**config.mk**
```make
export PLATFORM = sky130hd
export DESIGN_NAME = orng_detector
export DESIGN_NICKNAME = d
export VERILOG_FILES = /design/src/hdl/orng_pkg.sv /design/src/hdl/orng_detector.sv /design/src/hdl/orng_stretch.sv
export SDC_FILE = /design/constraint.sdc
export NUM_CORES = 1
export LEC_CHECK = 0
export BUFFER_PORTS_ARGS = -buffer_cell sky130_fd_sc_hd__buf_2
export CAP_MARGIN = 5
export CORE_MARGIN = 3
export CORE_UTILIZATION = 52
export CTS_CLUSTER_DIAMETER = 80
export DETAILED_ROUTE_END_ITERATION = 10
export PLACE_DENSITY = 0.85
export SYNTH_ARGS = -nofsm -noshare
export SYNTH_HDL_FRONTEND = slang
export SYNTH_SLANG_ARGS = --single-unit
```
**constraint.sdc**
```tcl
create_clock -name ref_clk -period 2.6 [get_ports ref_clk]
set_clock_uncertainty 0.1 [all_clocks]
set_input_delay 0.26 -clock ref_clk [delete_from_list [all_inputs] [get_ports ref_clk]]
set_output_delay 0.26 -clock ref_clk [all_outputs]
set_load 0.05 [all_outputs]
```
**src/hdl/orng_pkg.sv**
```systemverilog
package orng_pkg;

	// ----------------------------------------
	// register map
	// ----------------------------------------
	localparam int          ADDR_W          = 15;
	localparam int          DATA_W          = 8;
	localparam logic [14:0] LIMIT_ZERO_ADDR = 15'h0211;
	localparam logic [14:0] LIMIT_ONE_ADDR  = 15'h0212;
	localparam logic [14:0] PIN_CONFIG_ADDR = 15'h0213;

	localparam logic [7:0]  LIMIT_ZERO_RST  = 8'hf2;
	localparam logic [7:0]  LIMIT_ONE_RST   = 8'hab;
	localparam logic [7:0]  PIN_CONFIG_RST  = 8'h07;

	// ----------------------------------------
	// pin config fields
	// ----------------------------------------
	localparam int          PIN_ENABLE_BIT  = 3;
	localparam int          STRETCH_EXP_LSB = 0;
	localparam int          STRETCH_EXP_W   = 3;

	// ----------------------------------------
	// level scaling and pulse timing
	// ----------------------------------------
	localparam int          FULL_SCALE_LOG2 = 8;
	localparam int          STRETCH_BASE    = 8;
	localparam int          STRETCH_MAX_EXP = 7;
	localparam int          STRETCH_CNT_W   = $clog2(STRETCH_BASE << STRETCH_MAX_EXP) + 1;

	typedef enum logic [1:0] {
		ORNG_IDLE,
		ORNG_WRITE,
		ORNG_READ
	} orng_access_t;

endpackage

```
**src/hdl/orng_detector.sv**
```systemverilog
`timescale 1ns/1ps
module orng_detector
	import orng_pkg::*;
#(
	parameter int SAMPLE_W = 16
)(
	input  wire logic                ref_clk,
	input  wire logic                arst_n,
	input  wire logic                clk_en,
	input  wire logic                sample_valid,
	input  wire logic [SAMPLE_W-1:0] chan_a_i,
	input  wire logic [SAMPLE_W-1:0] chan_a_q,
	input  wire logic [SAMPLE_W-1:0] chan_b_i,
	input  wire logic [SAMPLE_W-1:0] chan_b_q,
	input  wire logic [ADDR_W-1:0]   reg_addr,
	input  wire logic                reg_wr,
	input  wire logic                reg_rd,
	input  wire logic [DATA_W-1:0]   reg_wdata,
	output logic      [DATA_W-1:0]   reg_rdata,
	output logic                     reg_rvalid,
	output logic      [1:0]          link_flag_a,
	output logic      [1:0]          link_flag_b,
	output logic                     chan_a_flag_zero_pin,
	output logic                     chan_a_flag_one_pin,
	output logic                     chan_b_flag_zero_pin,
	output logic                     chan_b_flag_one_pin
);

	import orng_pkg::*;

	// ----------------------------------------
	// registers
	// ----------------------------------------
	logic [DATA_W-1:0] level_limit_zero_q;
	logic [DATA_W-1:0] level_limit_one_q;
	logic [DATA_W-1:0] level_pin_config_q;
	logic [DATA_W-1:0] reg_rdata_d;

	wire hit_zero   = (reg_addr == LIMIT_ZERO_ADDR);
	wire hit_one    = (reg_addr == LIMIT_ONE_ADDR);
	wire hit_config = (reg_addr == PIN_CONFIG_ADDR);

	wire                     level_pin_enable       = level_pin_config_q[PIN_ENABLE_BIT];
	wire [STRETCH_EXP_W-1:0] pulse_stretch_exponent =
		level_pin_config_q[STRETCH_EXP_LSB +: STRETCH_EXP_W];

	orng_access_t access;
	assign access = reg_wr ? ORNG_WRITE : (reg_rd ? ORNG_READ : ORNG_IDLE);

	always_comb begin
		reg_rdata_d = reg_rdata;
		case (access)
			ORNG_READ: begin
				reg_rdata_d = hit_zero   ? level_limit_zero_q :
				              hit_one    ? level_limit_one_q  :
				              hit_config ? level_pin_config_q : '0;
			end
			ORNG_WRITE: reg_rdata_d = reg_rdata;
			ORNG_IDLE:  reg_rdata_d = reg_rdata;
			default:    reg_rdata_d = '0;
		endcase
	end

	always_ff @(posedge ref_clk or negedge arst_n) begin
		if (!arst_n) begin
			level_limit_zero_q <= LIMIT_ZERO_RST;
			level_limit_one_q  <= LIMIT_ONE_RST;
			level_pin_config_q <= PIN_CONFIG_RST;
		end else if (clk_en && access == ORNG_WRITE) begin
			if (hit_zero) begin
				level_limit_zero_q <= reg_wdata;
			end
			if (hit_one) begin
				level_limit_one_q <= reg_wdata;
			end
			if (hit_config) begin
				level_pin_config_q <= reg_wdata;
			end
		end
	end

	always_ff @(posedge ref_clk or negedge arst_n) begin
		if (!arst_n) begin
			reg_rdata  <= '0;
			reg_rvalid <= 1'b0;
		end else if (clk_en) begin
			reg_rdata  <= reg_rdata_d;
			reg_rvalid <= (access == ORNG_READ);
		end
	end

	// ----------------------------------------
	// magnitude compare, one per sample stream
	// ----------------------------------------
	localparam int PAD_W = SAMPLE_W - 1 - FULL_SCALE_LOG2;

	logic [SAMPLE_W-1:0] samples [4];
	logic [3:0]          detect;
	logic [3:0]          pins_q;

	assign samples[0] = chan_a_i;
	assign samples[1] = chan_a_q;
	assign samples[2] = chan_b_i;
	assign samples[3] = chan_b_q;

	genvar g;
	generate
		for (g = 0; g < 4; g++) begin : g_lane
			wire [SAMPLE_W-1:0] magnitude = samples[g][SAMPLE_W-1] ?
				SAMPLE_W'(~samples[g] + SAMPLE_W'(1)) : samples[g];
			// even lanes are I on limit zero, odd lanes are Q on limit one
			wire [DATA_W-1:0]   limit     = (g % 2 == 0) ? level_limit_zero_q : level_limit_one_q;
			// full scale is 2^(W-1), limit/256 of that
			wire [SAMPLE_W-1:0] level     = {1'b0, limit, {PAD_W{1'b0}}};
			assign detect[g] = sample_valid && (magnitude >= level);

			orng_stretch u_stretch (
				.ref_clk     (ref_clk),
				.arst_n      (arst_n),
				.clk_en      (clk_en),
				.pin_enable  (level_pin_enable),
				.stretch_exp (pulse_stretch_exponent),
				.detect      (detect[g]),
				.pin_q       (pins_q[g])
			);
		end
	endgenerate

	// ----------------------------------------
	// link flags, not gated by pin enable
	// ----------------------------------------
	always_ff @(posedge ref_clk or negedge arst_n) begin
		if (!arst_n) begin
			link_flag_a <= 2'h0;
			link_flag_b <= 2'h0;
		end else if (clk_en && sample_valid) begin
			link_flag_a <= detect[1:0];
			link_flag_b <= detect[3:2];
		end
	end

	assign chan_a_flag_zero_pin = pins_q[0];
	assign chan_a_flag_one_pin  = pins_q[1];
	assign chan_b_flag_zero_pin = pins_q[2];
	assign chan_b_flag_one_pin  = pins_q[3];

endmodule

```
**src/hdl/orng_stretch.sv**
```systemverilog
`timescale 1ns/1ps
module orng_stretch
	import orng_pkg::*;
(
	input  wire logic                     ref_clk,
	input  wire logic                     arst_n,
	input  wire logic                     clk_en,
	input  wire logic                     pin_enable,
	input  wire logic [STRETCH_EXP_W-1:0] stretch_exp,
	input  wire logic                     detect,
	output logic                          pin_q
);

	logic [STRETCH_CNT_W-1:0] cnt_q;
	logic [STRETCH_CNT_W-1:0] cnt_d;
	logic                     pin_d;
	wire  [STRETCH_CNT_W-1:0] pulse_len;
	wire                      busy;

	// ----------------------------------------
	// length 8 << exponent, counted in clocks
	// ----------------------------------------
	assign pulse_len = STRETCH_CNT_W'(STRETCH_BASE) << stretch_exp;
	assign busy      = (cnt_q != '0);

	always_comb begin
		cnt_d = cnt_q;
		pin_d = pin_q;
		if (!pin_enable) begin
			cnt_d = '0;
			pin_d = 1'b0;
		end else if (detect) begin
			cnt_d = pulse_len - STRETCH_CNT_W'(1);
			pin_d = 1'b1;
		end else if (busy) begin
			cnt_d = cnt_q - STRETCH_CNT_W'(1);
			pin_d = 1'b1;
		end else begin
			pin_d = 1'b0;
		end
	end

	always_ff @(posedge ref_clk or negedge arst_n) begin
		if (!arst_n) begin
			cnt_q <= '0;
			pin_q <= 1'b0;
		end else if (clk_en) begin
			cnt_q <= cnt_d;
			pin_q <= pin_d;
		end
	end

endmodule

```
==> results.md <==
- Port bufs: 109
- CTS H-tree depth: 3
- Pwr Total: 3.82 mW
- Final Setup Violations: 52
- Total grt overflow: 0
- Aggregate negative setup slack: -36.51 ns
- Clock Latency Late Sink: 0.36 ns
- Max-cap violations: 0
- Util after Layout: 80.0%
- Relative slew margins: 18.6%
- Worst path required time: 2.73 ns
- Initial antenna violation count: 1
- Register area share after synthesis: 33.9%
- Final hold slack: 0.0422 ns
- Design Area, Final: 0.00933 sq mm
- CTS tree: built
- Final hold vios: 0
- Synth area leaders: dfrtp_1, ha_1, dfstp_2, nand2_1, inv_1
- Placed Cells: 1082
- Crit. End Element: flop
- Yosys cell types: 69
- Synth Register Bits: 85
- Fin cells: 1135
- Clock buffer count from CTS: 9
- Placed Instance Area: 0.00806 sq mm
- Maximum vdd ir drop: 0.400 mV
- Asr flop ratio synth: 100%
- DRT Pass-1 Iters: 6
- Status: finished, violations left
- Mapped Cells: 752
- Pre-CTS setup slack: -1.04 ns
- First-pass GRT wire length: 38.7 mm
- Nets: 1119
- F_max: 0.280 GHz
- Failing checks: setup timing
- Clock Path Buffers: 2
- Final RePlAce weighted congestion: 0.887
- Clock slew at reported path FFs: 0.06 ns
- Max-slew violation count: 0
- Share of post-route cells with drive strength above 1: 41.7%
- Clock root buffer: clkbuf_16
- Final ANT Viol Nets: 0
- Via count: 8015
- Drt drc: 0
- Clock Sinks: 85
- Vias per inst: 7.06
- Top-area cell type share of the netlist area: 28.5%
- Yosys Warn Count: 0
- Final setup margin: -0.970 ns
- Total die area: 0.0135 sq mm
- Final WL: 28.1 mm
- Post-synthesis cell area: 0.00632 sq mm
- Die span in x: 116 um
- Minimum clock period: 3.57 ns
- Hold Path Class: input pin to flop
- Syn Area/Cell: 8.40 sq um
- WL per Instance: 24.7 um
- Die height: 116 um
- Fin crit share: 137%
- DRT iter0 DRCs: 1143
- Yosys top cell by area: dfrtp_1
- Post-synth EDFFs: 0
- P per Cell Area: 410 mW/mm^2
- Initial core utilization: 54.2%
- Main flop type after synthesis: dfrtp_1
- Pin count of the biggest net entering global routing: 48
- Core Area: 0.0117 sq mm
- Number of placed I/O pins: 110
- CP Class: input pin to flop
- Post-synth net total: 885
- Slew @ Worst Pin: 1.21 ns
- Standard-cell rows: 39
- Total GRT Usage: 36.5%
- RSZ-0062 raised after global routing: true
- Vias in the first global route: 7618
- Static Leak: 4.38 nW
- DP HPWL: 13.7 mm
- Crit path max fanout: 5
- Critical Path Start Type: input pin
- Area grow syn2layout: 47.6%
- Critical Path AT: 3.70 ns
-- final timing paths --
kind | from | to | slack, ns | cells past startpoint
hold reg to reg | g_lane[3].u_stretch.pin_q$_DFFE_PN0P_ | g_lane[3].u_stretch.pin_q$_DFFE_PN0P_ | 0.39 | 1
setup reg to reg | g_lane[0].limit[4]$_DFFE_PN1P_ | g_lane[0].u_stretch.cnt_q[1]$_DFFE_PN0P_ | -0.43 | 10
setup / recovery | chan_a_i[6] | g_lane[0].u_stretch.cnt_q[1]$_DFFE_PN0P_ | -0.97 | 15
hold / removal | reg_wdata[5] | g_lane[0].limit[5]$_DFFE_PN1P_ | 0.04 | 3
max in group asynchronous | arst_n | g_lane[0].limit[4]$_DFFE_PN1P_ | 1.36 | 3
min in group asynchronous | arst_n | g_lane[2].u_stretch.pin_q$_DFFE_PN0P_ | 0.33 | 2
-- cell type report --
cell class              instances  area [sq um]
diodes                          1          2.50
clock buffers                  14           264
clock inverters                 2          10.0
fillers                       614          2330
inverters                      68           255
multi-input cells             566          4540
flip-flops and latches         85          2140
well taps                     143           179
repair buffers                256          1940
-- cell usage in the layout, fill, tap and decap left out, types with 18 or more instances in the layout --
master / instances
a21oi_1: 18
buf_2: 100
buf_4: 124
buf_6: 18
dfrtp_1: 72
ha_1: 39
inv_1: 68
nand2_1: 78
nand3_2: 18
nor2_1: 26
nor3_1: 22
o21ai_0: 26
o21ai_1: 21
o221ai_2: 19
xnor2_1: 27
-- power breakdown --
group	internal, mW	switching, mW
registers	1.35	0.0331
logic	0.491	0.705
clock network	0.698	0.541
-- critical path: stages --
cell	delay [ns]
buf_8	0.10
nor4_4	0.40
nand4_1	0.25
buf_4	0.20
o21ai_1	0.17
xnor2_1	0.16
ha_1	0.29
a21oi_2	0.19
nor2_1	0.09
or4_4	0.58
o31ai_4	0.48
buf_6	0.22
nand2_4	0.07
a21oi_2	0.16
a21oi_1	0.06
-- sequential cells by signal, summed over array words and instances, names as in the netlist --
signal and cells:
g_lane.u_stretch.cnt_q 44, g_lane.limit 16, level_pin_config_q 8, reg_rdata 8, g_lane.u_stretch.pin_q 4, link_flag_a 2
link_flag_b 2, reg_rvalid 1
-- cells in the mapped netlist (13+ instances only) --
master	count
o31ai_1	20
o21ai_1	24
nand3_1	36
nor3_1	26
o21ai_0	33
dfrtp_1	72
inv_1	68
clkbuf_1	30
ha_1	40
xnor2_1	29
nand2_1	85
nor2_1	32
dfstp_2	13
o221ai_1	28
a21oi_1	32
-- cell families (layout without fill, tap and decap cells) --
family / after synthesis / in the layout / share of synthesized area [%]
flops: 85 / 85 / 33.9
simple gates: 256 / 256 / 20.4
compound gates: 219 / 219 / 24.0
buf+inv: 101 / 340 / 6.14
xor+xnor: 35 / 35 / 4.85
other cells: 0 / 1 / 0
mux: 16 / 16 / 2.77
fa+ha+maj: 40 / 40 / 7.92
-- repair_timing --
item | CTS | global route
cloned | 7 | 1
pin swaps | 19 | 44
endpoints found under the setup margin | 52 | 52
gates resized for setup | 67 | 63
hold endpoints to repair | 38 | 0
buffers inserted | 19 | 12
hold buffers | 1 | 0
-- routing by layer --
layer,GRT usage (%),share of wire (%),vias up
met5,0,0,-
met2,61.4,47,752
met3,8.60,11,273
li1,-,-,3262
met4,21.6,9.2,0
met1,42.3,33,3728
No activity file was read; power rests on OpenSTA's default activity.
